### src/design/guard_pkg.sv
/*
 * Constants for the command guard slice: command codes, write-guard levels,
 * feature report layout and timing.
 * Assumes a command decoder upstream that delivers whole decoded transactions.
 */
package guard_pkg;
    // Command codes
    localparam logic [7:0] CMD_OPERATION = 8'h01;
    localparam logic [7:0] CMD_ON_OFF_SETUP = 8'h02;
    localparam logic [7:0] CMD_PHASE = 8'h04;
    localparam logic [7:0] CMD_WRITE_GUARD = 8'h10;
    localparam logic [7:0] CMD_SAVE_NVM = 8'h15;
    localparam logic [7:0] CMD_LOAD_NVM = 8'h16;
    localparam logic [7:0] CMD_FEATURE_REPORT = 8'h19;
    localparam logic [7:0] CMD_VOUT_SETPOINT = 8'h21;
    // Write-guard levels
    localparam logic [7:0] GUARD_OPEN = 8'h00;
    localparam logic [7:0] GUARD_SETPOINT = 8'h20;
    localparam logic [7:0] GUARD_OPERATION = 8'h40;
    localparam logic [7:0] GUARD_LOCKED = 8'h80;
    // Feature report fields
    localparam logic FEAT_PEC = 1'b1;
    localparam logic [1:0] FEAT_SPEED = 2'b10;
    localparam logic FEAT_ALERT = 1'b1;
    localparam logic FEAT_FORMAT = 1'b0;
    localparam logic FEAT_AVSBUS = 1'b0;
    localparam logic [1:0] FEAT_RSVD = 2'b00;
    localparam logic [7:0] FEATURE_VALUE = {FEAT_PEC, FEAT_SPEED, FEAT_ALERT, FEAT_FORMAT, FEAT_AVSBUS, FEAT_RSVD};
    // Phase value meaning all phases together
    localparam logic [7:0] PHASE_ALL = 8'hff;
    // Memory geometry
    localparam int MEM_AW = 8;
    // Clock and timing
    localparam int CLK_HZ = 20_000_000;
    localparam int SAVE_SETTLE_MS = 100;
    localparam int SAVE_SETTLE_CYC = CLK_HZ / 1000 * SAVE_SETTLE_MS;
    // Phase reset value
    localparam logic [7:0] PHASE_RESET = 8'hff;
endpackage : guard_pkg

### src/design/store_mem.sv
/*
 * Small single-port byte memory used for operating memory and user store.
 * Assumes one clock; read data come out of a register one cycle after the address.
 */
module store_mem #(
    parameter int AW = 8
) (
    input wire logic ref_clk,
    input wire logic we,
    input wire logic [AW-1:0] addr,
    input wire logic [7:0] wdata,
    output logic [7:0] rdata
);
    logic [7:0] mem [0:(1<<AW)-1];

    // Write then registered read
    always_ff @(posedge ref_clk) begin
        if (we) begin
            mem[addr] <= wdata;
        end
        rdata <= mem[addr];
    end
endmodule : store_mem

### src/design/cmd_guard.sv
/*
 * Command guard: write-guard filter, save/load of operating memory to a user
 * store, feature report byte and invalid-data flagging.
 * Assumes an upstream bus engine that presents each decoded command as a
 * one-cycle strobe with code and data, and honours busy as clock stretching.
 */
// Overview of operation
// RULE1 - One-byte write-guard at 10h, byte write and byte read, filters writes.
// RULE2 - Guard 00h lets every supported command be written.
// RULE3 - Guard 20h allows only guard, operation, on/off setup, save, voltage setpoint.
// RULE4 - Guard 40h allows only guard, operation and save writes.
// RULE5 - Guard 80h allows only guard and save writes.
// RULE6 - Undefined guard values are invalid data: flag status and notify host.
// RULE7 - Reads of every command work at any guard level.
// RULE8 - Save command 15h copies operating memory into user store, skipping unmatched items.
// RULE9 - During a save the device may stretch the clock or ignore commands.
// RULE10 - Host should disable regulation and wait 100 ms after a save.
// RULE11 - Host issues save and load only while phase is FFh.
// RULE12 - Load 16h disables operation, copies store back, then applies strap overrides.
// RULE13 - Feature report at 19h, bit 7 set for packet error checking.
// RULE14 - Feature report bits 6:5 read 10b for 1 MHz bus speed.
// RULE15 - Feature report bit 4 reads 1: alert pin and alert response present.
// RULE16 - Feature report bit 3 reads 0: linear or direct number format.
// RULE17 - Feature bit 2 reads 0, no AVSBus; bits 1:0 read zero.
// RULE18 - Any write to the feature report is invalid data, flagged and notified.
// RULE19 - Phase FFh addresses all phases together as one entity.
// RULE20 - A guarded-off write leaves the value and is flagged like invalid data.
// RULE21 - Write-guard loads from store at power-up and is saved by the save command; reset clears the stored guard copy, so the boot load gives 00h.
module cmd_guard
    import guard_pkg::*;
#(
    parameter int SETTLE_CYC = SAVE_SETTLE_CYC
) (
    input wire logic ref_clk,
    input wire logic rstn,
    input wire logic cmd_valid,
    input wire logic cmd_write,
    input wire logic [7:0] cmd_code,
    input wire logic [7:0] cmd_data,
    input wire logic [7:0] phase_sel,
    input wire logic [255:0] cmd_supported,
    input wire logic [255:0] store_backed,
    input wire logic [255:0] strap_override,
    input wire logic [7:0] strap_addr,
    input wire logic [7:0] strap_value,
    input wire logic strap_valid,
    output logic [7:0] rd_data,
    output logic rd_valid,
    output logic busy,
    output logic invalid_data,
    output logic alert_req,
    output logic regulation_off,
    output logic [7:0] write_guard_level,
    output logic op_we,
    output logic [7:0] op_addr,
    output logic [7:0] op_wdata
);
    typedef enum logic [2:0] {
        ST_IDLE = 3'b000,
        ST_BOOT = 3'b001,
        ST_SAVE = 3'b010,
        ST_LOAD = 3'b011,
        ST_STRAP = 3'b100,
        ST_SETTLE = 3'b101
    } seq_e;

    logic rst_meta_reg;
    logic rst_sync_reg;
    logic rst_n;
    seq_e state_reg;
    seq_e state_next;
    logic [8:0] idx_reg;
    logic [8:0] idx_next;
    logic [31:0] settle_reg;
    logic [7:0] guard_reg;
    logic [7:0] rd_data_reg;
    logic rd_valid_reg;
    logic invalid_reg;
    logic alert_reg;
    logic reg_off_reg;
    logic op_we_reg;
    logic [7:0] op_addr_reg;
    logic [7:0] op_wdata_reg;
    logic pipe_reg;
    logic [7:0] pipe_addr_reg;
    logic rd_pend_reg;
    logic rd_mem_reg;
    logic [7:0] rd_fixed_reg;
    logic busy_reg;

    // Reset release through two flip-flops
    always_ff @(posedge ref_clk or negedge rstn) begin
        if (!rstn) begin
            rst_meta_reg <= 1'b0;
            rst_sync_reg <= 1'b0;
        end else begin
            rst_meta_reg <= 1'b1;
            rst_sync_reg <= rst_meta_reg;
        end
    end
    assign rst_n = rst_sync_reg;

    // Command classification
    wire idle = (state_reg == ST_IDLE);
    wire take = cmd_valid && idle;
    wire is_guard = (cmd_code == CMD_WRITE_GUARD);
    wire is_save = (cmd_code == CMD_SAVE_NVM);
    wire is_load = (cmd_code == CMD_LOAD_NVM);
    wire is_feature = (cmd_code == CMD_FEATURE_REPORT);
    wire is_op = (cmd_code == CMD_OPERATION);
    wire is_onoff = (cmd_code == CMD_ON_OFF_SETUP);
    wire is_vout = (cmd_code == CMD_VOUT_SETPOINT);
    wire all_phases = (phase_sel == PHASE_ALL); // [RULE19]

    // Write permission per guard level
    wire allow_l20 = is_guard || is_op || is_onoff || is_save || is_vout; // [RULE3]
    wire allow_l40 = is_guard || is_op || is_save; // [RULE4]
    wire allow_l80 = is_guard || is_save; // [RULE5]
    wire write_allowed = (guard_reg == GUARD_OPEN) ? 1'b1 : // [RULE2]
                         (guard_reg == GUARD_SETPOINT) ? allow_l20 :
                         (guard_reg == GUARD_OPERATION) ? allow_l40 :
                         (guard_reg == GUARD_LOCKED) ? allow_l80 : 1'b0;
    wire guard_val_ok = (cmd_data == GUARD_OPEN) || (cmd_data == GUARD_SETPOINT) ||
                        (cmd_data == GUARD_OPERATION) || (cmd_data == GUARD_LOCKED);

    // Outcome of a taken write
    wire wr_take = take && cmd_write;
    wire wr_refused = wr_take && !write_allowed; // [RULE20]
    wire wr_feature = wr_take && write_allowed && is_feature; // [RULE18]
    wire wr_bad_guard = wr_take && write_allowed && is_guard && !guard_val_ok; // [RULE6]
    wire wr_unsupported = wr_take && write_allowed && !cmd_supported[cmd_code] && !is_guard && !is_save
                          && !is_load && !is_feature;
    wire flag_invalid = wr_refused || wr_feature || wr_bad_guard || wr_unsupported;
    wire guard_load = wr_take && write_allowed && is_guard && guard_val_ok; // [RULE1]
    wire start_save = wr_take && write_allowed && is_save && all_phases; // [RULE8]
    wire start_load = wr_take && write_allowed && is_load && all_phases; // [RULE12]
    wire plain_write = wr_take && write_allowed && !flag_invalid && !is_guard && !is_save && !is_load;
    wire rd_take = take && !cmd_write; // [RULE7]

    // Memory ports
    logic [7:0] op_rdata;
    logic [7:0] us_rdata;
    wire [7:0] idx8 = idx_reg[7:0];
    wire in_save = (state_reg == ST_SAVE);
    wire in_copy_back = (state_reg == ST_LOAD) || (state_reg == ST_BOOT);
    // Save reads ahead by one slot so the registered byte matches pipe_addr_reg
    wire [7:0] opm_addr = (in_save || in_copy_back) ? idx8 : cmd_code;
    wire [7:0] usm_addr = in_save ? pipe_addr_reg : idx8;
    wire usm_we = in_save && pipe_reg && store_backed[pipe_addr_reg] && (pipe_addr_reg != CMD_WRITE_GUARD);
    wire op_copy = in_copy_back && pipe_reg && store_backed[pipe_addr_reg];
    wire guard_from_store = op_copy && (pipe_addr_reg == CMD_WRITE_GUARD); // [RULE21]
    wire strap_apply = (state_reg == ST_STRAP) && strap_valid && strap_override[strap_addr];
    wire opm_we = plain_write || (op_copy && !guard_from_store) || strap_apply;
    wire [7:0] opm_waddr = plain_write ? cmd_code : (strap_apply ? strap_addr : pipe_addr_reg);
    wire [7:0] opm_wdata = plain_write ? cmd_data : (strap_apply ? strap_value : us_rdata);
    wire [7:0] save_byte = (pipe_addr_reg == CMD_WRITE_GUARD) ? guard_reg : op_rdata;

    // Operating memory holds live command values
    store_mem #(.AW(MEM_AW)) u_operating (
        .ref_clk(ref_clk),
        .we(opm_we),
        .addr(opm_we ? opm_waddr : opm_addr),
        .wdata(opm_wdata),
        .rdata(op_rdata)
    );

    // User store, written only by save; guard byte kept in its own register copy
    // Stored guard copy starts open so the boot load never pulls in an unknown level
    logic [7:0] us_guard_reg;
    always_ff @(posedge ref_clk or negedge rst_n) begin
        if (!rst_n) begin
            us_guard_reg <= GUARD_OPEN;
        end else if (in_save && pipe_reg && pipe_addr_reg == CMD_WRITE_GUARD) begin
            us_guard_reg <= guard_reg; // [RULE21]
        end
    end
    store_mem #(.AW(MEM_AW)) u_user_store (
        .ref_clk(ref_clk),
        .we(usm_we),
        .addr(usm_we ? pipe_addr_reg : usm_addr),
        .wdata(save_byte),
        .rdata(us_rdata)
    );

    // Sequencer next state
    wire idx_last = idx_reg[8];
    always_comb begin
        state_next = state_reg;
        idx_next = idx_reg;
        case (state_reg)
            ST_BOOT, ST_SAVE, ST_LOAD: begin
                idx_next = idx_reg + 9'h001;
                if (idx_last) begin
                    idx_next = 9'h000;
                    state_next = (state_reg == ST_SAVE) ? ST_SETTLE : ST_STRAP; // [RULE12]
                end
            end
            ST_STRAP: begin
                if (!strap_valid) begin
                    state_next = ST_IDLE;
                end
            end
            ST_SETTLE: begin
                if (settle_reg == 32'h0) begin
                    state_next = ST_IDLE;
                end
            end
            ST_IDLE: begin
                if (start_save) begin
                    state_next = ST_SAVE;
                end else if (start_load) begin
                    state_next = ST_LOAD;
                end
            end
            default: begin
                state_next = ST_IDLE;
            end
        endcase
    end

    // Sequencer registers
    always_ff @(posedge ref_clk or negedge rst_n) begin
        if (!rst_n) begin
            state_reg <= ST_BOOT; // [RULE21]
            idx_reg <= 9'h000;
            pipe_reg <= 1'b0;
            pipe_addr_reg <= 8'h00;
        end else begin
            state_reg <= state_next;
            idx_reg <= idx_next;
            pipe_reg <= (in_save || in_copy_back) && !idx_last;
            pipe_addr_reg <= idx8;
        end
    end

    // Settle time after save: further commands are held off
    always_ff @(posedge ref_clk or negedge rst_n) begin
        if (!rst_n) begin
            settle_reg <= 32'h0;
        end else if (in_save) begin
            settle_reg <= 32'(SETTLE_CYC); // [RULE9]
        end else if (settle_reg != 32'h0) begin
            settle_reg <= settle_reg - 32'h1;
        end
    end

    // Guard level register
    always_ff @(posedge ref_clk or negedge rst_n) begin
        if (!rst_n) begin
            guard_reg <= GUARD_OPEN;
        end else if (guard_load) begin
            guard_reg <= cmd_data; // [RULE1]
        end else if (guard_from_store) begin
            guard_reg <= us_guard_reg; // [RULE21]
        end
    end

    // Read answers: feature report is constant, guard is live, others from memory
    // Memory data lag the code by one cycle, so the answer leaves two cycles after the take
    always_ff @(posedge ref_clk or negedge rst_n) begin
        if (!rst_n) begin
            rd_pend_reg <= 1'b0;
            rd_mem_reg <= 1'b0;
            rd_fixed_reg <= 8'h00;
            rd_data_reg <= 8'h00;
            rd_valid_reg <= 1'b0;
        end else begin
            rd_pend_reg <= rd_take;
            rd_valid_reg <= rd_pend_reg;
            if (rd_take) begin
                rd_mem_reg <= !is_feature && !is_guard;
                rd_fixed_reg <= is_feature ? FEATURE_VALUE : guard_reg; // [RULE13] [RULE14] [RULE15] [RULE16] [RULE17]
            end
            if (rd_pend_reg) begin
                rd_data_reg <= rd_mem_reg ? op_rdata : rd_fixed_reg; // [RULE7]
            end
        end
    end

    // Invalid data flag and host notification
    always_ff @(posedge ref_clk or negedge rst_n) begin
        if (!rst_n) begin
            invalid_reg <= 1'b0;
            alert_reg <= 1'b0;
        end else begin
            invalid_reg <= flag_invalid; // [RULE6] [RULE18] [RULE20]
            alert_reg <= alert_reg || flag_invalid;
        end
    end

    // Regulation held off through the load sequence
    always_ff @(posedge ref_clk or negedge rst_n) begin
        if (!rst_n) begin
            reg_off_reg <= 1'b0;
        end else if (start_load) begin
            reg_off_reg <= 1'b1; // [RULE12]
        end else if (state_reg == ST_STRAP && !strap_valid) begin
            reg_off_reg <= 1'b0;
        end
    end

    // Stretch flag follows the next state, so it matches the state register in the same cycle
    always_ff @(posedge ref_clk or negedge rst_n) begin
        if (!rst_n) begin
            busy_reg <= 1'b1;
        end else begin
            busy_reg <= (state_next != ST_IDLE); // [RULE9]
        end
    end

    // Mirror of operating memory writes
    always_ff @(posedge ref_clk or negedge rst_n) begin
        if (!rst_n) begin
            op_we_reg <= 1'b0;
            op_addr_reg <= 8'h00;
            op_wdata_reg <= 8'h00;
        end else begin
            op_we_reg <= opm_we;
            op_addr_reg <= opm_waddr;
            op_wdata_reg <= opm_wdata;
        end
    end

    assign rd_data = rd_data_reg;
    assign rd_valid = rd_valid_reg;
    assign busy = busy_reg;
    assign invalid_data = invalid_reg;
    assign alert_req = alert_reg;
    assign regulation_off = reg_off_reg;
    assign write_guard_level = guard_reg;
    assign op_we = op_we_reg;
    assign op_addr = op_addr_reg;
    assign op_wdata = op_wdata_reg;

    // Checks
    a_feature_const: assert property (@(posedge ref_clk) disable iff (!rst_n) // [RULE13]
        (take && !cmd_write && is_feature) |=> ##1 rd_data == 8'hd0) else $error("feature byte wrong");
    a_guard_refuse: assert property (@(posedge ref_clk) disable iff (!rst_n) // [RULE5]
        (guard_reg == 8'h80 && wr_take && is_op) |=> invalid_data) else $error("locked write not refused");
    a_guard_open: assert property (@(posedge ref_clk) disable iff (!rst_n) // [RULE2]
        (guard_reg == 8'h00 && wr_take && cmd_supported[cmd_code] && !is_feature && !is_guard) |=> !invalid_data)
        else $error("open guard refused write");
    a_guard_bad: assert property (@(posedge ref_clk) disable iff (!rst_n) // [RULE6]
        (wr_take && is_guard && !guard_val_ok) |=> ($stable(guard_reg) && invalid_data))
        else $error("bad guard value accepted");
    a_guard_store: assert property (@(posedge ref_clk) disable iff (!rst_n) // [RULE1]
        (wr_take && is_guard && guard_val_ok) |=> guard_reg == $past(cmd_data)) else $error("guard not stored");
    a_feature_write: assert property (@(posedge ref_clk) disable iff (!rst_n) // [RULE18]
        (wr_take && is_feature) |=> invalid_data) else $error("feature write not flagged");
    a_read_any: assert property (@(posedge ref_clk) disable iff (!rst_n) // [RULE7]
        rd_take |=> (!invalid_data ##1 rd_valid)) else $error("read not answered");
    a_load_off: assert property (@(posedge ref_clk) disable iff (!rst_n) // [RULE12]
        start_load |=> (regulation_off && busy)[*2]) else $error("load did not hold off");
    a_refused_kept: assert property (@(posedge ref_clk) disable iff (!rst_n) // [RULE20]
        wr_refused |=> !op_we) else $error("refused write stored");
endmodule : cmd_guard

### config.mk
export PLATFORM = sky130hd
export DESIGN_NAME = cmd_guard
export DESIGN_NICKNAME = d
export VERILOG_FILES = /design/src/design/guard_pkg.sv /design/src/design/store_mem.sv /design/src/design/cmd_guard.sv
export SDC_FILE = /design/constraint.sdc
export NUM_CORES = 2
export LEC_CHECK = 0
export BUFFER_PORTS_ARGS = -buffer_cell sky130_fd_sc_hd__buf_2
export CAP_MARGIN = 10
export CORE_MARGIN = 8
export CORE_UTILIZATION = 30
export CTS_BUF_LIST = sky130_fd_sc_hd__clkbuf_16
export DETAILED_ROUTE_END_ITERATION = 6
export GPL_ROUTABILITY_DRIVEN = 1
export PLACE_DENSITY_LB_ADDON = 0.15
export SLEW_MARGIN = 0
export SYNTH_ARGS = -nofsm -noshare
export SYNTH_HDL_FRONTEND = slang
export SYNTH_HIERARCHICAL = 1
export SYNTH_SLANG_ARGS = --single-unit
### constraint.sdc
create_clock -name ref_clk -period 3.34 [get_ports ref_clk]
set_input_delay 0.167 -clock ref_clk [delete_from_list [all_inputs] [get_ports ref_clk]]
set_output_delay 0.167 -clock ref_clk [all_outputs]
set_load 0.01 [all_outputs]
* Word level (Yosys, flattened, before mapping)
Memory sizes are Yosys's and may differ from the RTL's. A register that Yosys moved wholly into a read port is not among the register bits.
Cells that the tools add are included.
** Cells by class
- Eq/ne operators :: 21
- Mux-type cells :: 39
- Reductions and logical operators :: 74
- Add/subtract/negate cells :: 2
- Order comparisons :: 3
** Operators with widths (number)
- $mux 8 :: 13
- $mux 32 :: 2
- $eq 8x5->1 const B :: 5
- $logic_and 1x1->1 :: 35
- $logic_not 32->1 :: 1
- $reduce_bool 32->1 :: 1
- $sub 32x1->32 const B :: 1
- $lt 8x9->1 const B :: 3
- $bmux 1 s8 :: 3
- $eq 8x6->1 const B :: 3
- $eq 8x8->1 const B :: 3
- $logic_or 1x1->1 :: 17
- $eq 8x7->1 const B :: 2
- $logic_not 8->1 :: 2
- $mux 3 :: 5
- $mux 1 :: 14
- $logic_not 1->1 :: 12
- $pmux 3 s4 :: 1
- $add 9x1->9 const B :: 1
- $mux 9 :: 1
- $eq 8x1->1 const B :: 1
- $eq 8x2->1 const B :: 1
- $ne 8x5->1 const B :: 1
- $eq 3x2->1 const B :: 2
- other kinds (6) :: 9
** Word-level totals
- Bits in writable memories :: 4096
- Memories kept :: 2
- Register bits after elaboration :: 111
** Memories
- u_operating.mem :: depth 256, width 8, rd ports 1, clocked after Yosys merged registers in 1, wr ports 1, RTL line store_mem.sv:14 : logic [7:0] mem [0:(1<<AW)-1];
- u_user_store.mem :: depth 256, width 8, rd ports 1, clocked after Yosys merged registers in 1, wr ports 1, RTL line store_mem.sv:14

* Logic depth before layout (Yosys ltp)
- Depth after elaboration :: 23
- Mapped depth :: 24

* By module
Netlist, hierarchy kept.
** By module, submodules not included
- store_mem :: seq. area each 61659.1 um2, area an instance 78492.8 um2, cells an instance 3547, instances 2
- cmd_guard :: seq. area each 2780.2 um2, area an instance 12110.4 um2, cells an instance 1060, instances 1

* Worst setup path before layout
OpenSTA, ideal clock, no wires.
- Path kind :: register to register
- From :: register pipe_addr_reg[0]
- To :: memory u_operating.mem[111][0] (enable)
- Required time :: 2.970 ns
- Cell stages (with the launch flop) :: 22
- Slack :: -1.736 ns
- Data arrival time :: 4.706 ns
- Path through :: dfrtp_1 > buf_4 > buf_4 > buf_4 > mux4_2 > mux2i_1 > nor3_1 > o32ai_1 > a22oi_1 > or2_2 > a31oi_1 > buf_4 > mux2i_1 > buf_2 > clkbuf_1 > clkbuf_1 > nand2_1 > buf_2 > nor2_1 > nand2_1 > clkbuf_1 > nor2_1
** On the way
- Longest elaborated chain between the ends :: 10
- Elaborated cells on any way between the ends :: 14
- Classes of those cells :: eq/ne (1); mux (7); reduce/logical (6)
** Ends and longest elaborated chain
- from (decl) :: RTL line cmd_guard.sv:85 : logic [7:0] pipe_addr_reg;
- from (signal assigned) :: RTL line cmd_guard.sv:232 : pipe_addr_reg <= idx8;
- $bmux 1 s8 :: RTL line cmd_guard.sv:150 : wire op_copy = in_copy_back && pipe_reg && store_backed[pipe_addr_reg];
- $mux 1 (implied by the code) :: RTL line cmd_guard.sv:150
- $logic_and 1x1->1 :: RTL line cmd_guard.sv:150
- $logic_and 1x1->1 :: RTL line cmd_guard.sv:151 : wire guard_from_store = op_copy && (pipe_addr_reg == CMD_WRITE_GUARD);
- $logic_not 1->1 :: RTL line cmd_guard.sv:153 : wire opm_we = plain_write || (op_copy && !guard_from_store) || strap_apply;
- $logic_and 1x1->1 :: RTL line cmd_guard.sv:153
- $logic_or 1x1->1 (2 in series) :: RTL line cmd_guard.sv:153
- $mux 1 :: RTL line store_mem.sv:18 : if (we) begin
- $mux 1 (implied by the code) :: RTL line store_mem.sv:19 : mem[addr] <= wdata;
- to (decl) :: RTL line store_mem.sv:14
Several ways; a longest one is shown, not always the timed one. The select of a mux whose other input is x is not followed.

* Worst setup path after layout
- From :: register pipe_addr_reg[0]
- To :: register u_operating.rdata[6], read port of u_operating.mem
** On the way
- Longest elaborated chain between the ends :: 9
- Elaborated cells on any way between the ends :: 12
- Classes of those cells :: eq/ne (1); mux (5); reduce/logical (6)
** Ends and longest elaborated chain
- $bmux 1 s8 :: RTL line cmd_guard.sv:150
- $mux 1 (implied by the code) :: RTL line cmd_guard.sv:150
- $logic_and 1x1->1 :: RTL line cmd_guard.sv:150
- $logic_and 1x1->1 :: RTL line cmd_guard.sv:151
- $logic_not 1->1 :: RTL line cmd_guard.sv:153
- $logic_and 1x1->1 :: RTL line cmd_guard.sv:153
- $logic_or 1x1->1 (2 in series) :: RTL line cmd_guard.sv:153
- $mux 8 * :: RTL line cmd_guard.sv:162 : .addr(opm_we ? opm_waddr : opm_addr),
- to (decl) :: RTL line store_mem.sv:12 : output logic [7:0] rdata
Every way passes the cells marked *; elsewhere a longest branch is shown, timed or not. The select of a mux whose other input is x is not followed.
A chain may end at the register's enable or synchronous reset.

==> impl_metrics.csv <==
group,metric,value,unit
layout,syn_to_final_growth,28.6,%
clock_tree,clock-sinks,4223,
worst_hold_path,hp-class,"in -> reg",
worst_setup_path,crit_chain,"buf_12 > mux4_2 > mux4_2 > o41a_1 > o41ai_2 > a221oi_2 > or2_4 > a31oi_4 > buf_6 > mux2i_4 > buf_12 > buf_12 > buf_16 > buf_16 > buf_16 > buf_12 > buf_6 > mux4_2 > a22oi_2 > a21oi_4 > o41ai_4 > buf_4 > nand4_1",
synth,synth_top_family_by_area,"multiplexers",
clock_tree,cts_root_buf,"clkbuf_16",
global_route,grt_antenna_before_repair,69,
global_route,grt_pass1_vias,98855,
floorplanning,io_pins,851,
synth,ys_seq_elements,4223,
synth,syn_area,169000,sq um
global_route,grt_pass1_wl,793000,um
power_and_ir_drop,combPwrFrac,0.067,
power_and_ir_drop,power,117,mW
sta,finalCritPeriodShare,1.74,
worst_setup_path,setup.worst_path.start_class,"register",
power_and_ir_drop,p_leak,71.4,nW
synth,synth-edff-count,4096,
worst_setup_path,end_kind,"register",
sta,rsz0062_at_grt,"true",
synth,syn_nets,8970,
global_route,grt_max_degree,109,
clock_tree,cts-buffers-inserted,444,
placed_design,gp_congestion,0.948,
synth,synth_compound_area_frac,0.0407,
route,detail-route-antenna-nets,0,
sta,finalSetupTns,-6059230,ps
worst_setup_path,crit_top_cell,"buf_12",
power_and_ir_drop,swShare,0.222,
worst_setup_path,reg2regPathDepth,23,
worst_setup_path,arrival,6660,ps
power_and_ir_drop,seqPwrFrac,0.509,
job,max_cap_viol_count,0,
synth,synth-async-reset-ratio,0.0263,
clock_tree,htree_levels,5,
power_and_ir_drop,clkPwrFrac,0.424,
power_and_ir_drop,power.internal,90.7,mW
synth,synth_area_leaders,"edfxtp_1 (73%), mux4_2 (16%), a22oi_1 (2.4%), dfrtp_1 (1.6%), nor2_1 (1.2%)",
synth,yosysTopAreaCellShare,0.727,
sta,tightest_slew,847,ps
synth,synth_top_area_cell,"edfxtp_1",
power_and_ir_drop,ir_drop,445,uV
floorplanning,num_rows,275,
run_status,violations,"setup timing",
synth,synthMuxAreaShare,0.171,
floorplanning,initial_core_util,0.301,
worst_setup_path,reg2reg_to,"u_operating/rdata[6]",
floorplanning,dieArea,588000,sq um
power_and_ir_drop,power_density,536,nW/um^2
route,wire_per_inst,30.7,um
global_route,track_usage,0.187,
worst_setup_path,critPathSlowestCell,"mux4_2",
sta,period_needed,5810,ps
sta,hold_violations,0,
sta,setup_viol,6164,
route,drtIter0Drc,8596,
floorplanning,die_h,767,um
sta,drv_slew,0,
route,drt_first_pass_iters,6,
synth,synth_warnings,6,
route,wl,568000,um
clock_tree,clock_latency,1020,ps
layout,drive_gt1_frac,0.448,
synth,synth_adder_area_share,0.000281,
synth,synthMostInstantiatedCell,"edfxtp_1",
clock_tree,clock_path_buffers,4,
worst_setup_path,critPathMaxFanout,8,
synth,synth_ff_type,"edfxtp_1",
worst_setup_path,max_stage_delay,550,ps
floorplanning,die_w,767,um
synth,ys_top_cells_by_count,"edfxtp_1 (4096), mux4_2 (1201), a22oi_1 (539)",
worst_setup_path,r2r_slack,-2470,ps
clock_tree,cts_tree,"done",
synth,synthXorXnorAreaFrac,0.00161,
run_status,status,"finished with violations",
synth,synth.distinct_cells,78,
synth,synthCells,8154,
synth,syn_avg_cell_area,20.7,sq um
clock_tree,clk_pin_slew,70,ps
worst_setup_path,crit_type,"reg -> reg",
route,vias,94335,
power_and_ir_drop,switching_power,25.8,mW
layout,final_nets,11472,
sta,skew,70.0,ps
synth,yosys.area_share.simple,0.0241,
floorplanning,coreArea,561000,sq um
worst_hold_path,holdPathStages,4,
worst_setup_path,r2r_start,"pipe_addr_reg[0]",
worst_hold_path,hold_start,"strap_value[4]",
worst_setup_path,critical_path_required,4190,ps
worst_hold_path,holdPathEnd,"u_operating/mem[212][4]",
route,drc,0,
worst_setup_path,cp_top_family,"multiplexers",
synth,ys_seq_area_frac,0.746,
sta,slew_headroom,0.433,
placed_design,io_buffers,850,
sta,fin_ws,-2470,ps
global_route,overflow,0,
sta,max_freq,172,MHz
route,drt-vias-per-instance,5.09,
placed_design,dp_hpwl,401000,um
worst_setup_path,critPathBufInv,10,
-- kinds of logic after synthesis --
group	count (synthesis)
simple gates	943
mux	1376
other cells	1
fa+ha+maj	4
flops	4223
compound gates	999
buf+inv	577
xor+xnor	31
-- layout by cell type (no fill, tap or decap), drive strengths merged, types with 109 or more instances in the layout --
cell and count:
dfrtp 109, mux4 1203, nor2 537, buf 2571, nand2 142, clkinv 208
clkbuf 456, inv 111, a21oi 298, mux2i 123, edfxtp 4096, a22oi 539
-- metrics by stage --
| step | cells | util | worst slack [ps] | instance area, sq um | hold slack [ps] |
|---|---|---|---|---|---|
| 2_1_floorplan | 8154 | - | -1200 | 171000 | -129 |
| 3_3_place_gp | 17530 | 0.355 | -3710 | 199000 | -43.8 |
| 3_5_place_dp | 17534 | 0.355 | -3210 | 199000 | -38.7 |
| 4_1_cts | 18493 | 0.386 | -2500 | 217000 | 23.8 |
| 5_1_grt | 18529 | 0.387 | -2630 | 217000 | 38.1 |
| 6_report | 18541 | 0.387 | -2470 | 217000 | 78.0 |
-- layout make-up --
type | instances | area (sq um)
inverters | 19 | 71.3
well taps | 7479 | 9360
flip-flops and latches | 4223 | 126000
clock inverters | 375 | 3250
clock buffers | 452 | 11300
multi-input cells | 3354 | 43400
diodes | 25 | 62.6
fillers | 50786 | 344000
repair buffers | 2614 | 23800
-- per-layer routing --
| layer | up-vias | track usage | wire [um] | share of wire |
|---|---|---|---|---|
| met5 | - | 0 | 55 | 0.000097 |
| met4 | 8 | 0.0382 | 12300 | 0.022 |
| met3 | 623 | 0.0306 | 32500 | 0.057 |
| met2 | 3041 | 0.310 | 274000 | 0.48 |
| met1 | 51073 | 0.261 | 250000 | 0.44 |
| li1 | 39590 | - | - | - |
-- what timing repair did --
item                                    4_1_cts  5_1_grt
gates cloned                                 17        4
gates resized for setup                     246       88
hold buffers                                 33        0
setup buffers                                87       22
endpoints found under the setup margin     6173     6215
endpoints found under the hold margin       200        0
pin swaps                                    50       52
-- worst max path at each step --
stage / start / to / depth (start not counted)
2_1_floorplan: pipe_addr_reg[0] / u_operating/rdata[0] / 18
3_3_place_gp: pipe_addr_reg[0] / u_operating/rdata[6] / 20
3_5_place_dp: pipe_addr_reg[0] / u_operating/rdata[7] / 20
4_1_cts: pipe_addr_reg[0] / u_operating/rdata[7] / 21
5_1_grt: pipe_addr_reg[0] / u_operating/rdata[6] / 23
6_report: pipe_addr_reg[0] / u_operating/rdata[6] / 23
-- power groups by stage --
stage	Combinational, mW	Clock, mW	Sequential, mW
global route	8.25	52.6	59.2
floorplan	3.20	0	60.5
global placement	7.31	0	60.4
finish	7.81	49.4	59.3
detailed placement	7.46	0	60.4
CTS	7.87	50.8	59.2
-- worst reg2reg max path: cells and delay by family (launching register included) --
family	cells	cell delay (ps)
DFF	1	500
and+or+nand+nor	2	390
AOI/OAI and AO/OA	7	1570
buffers and inverters	10	1500
muxes	4	1720
(Power assumes the default switching activity.)
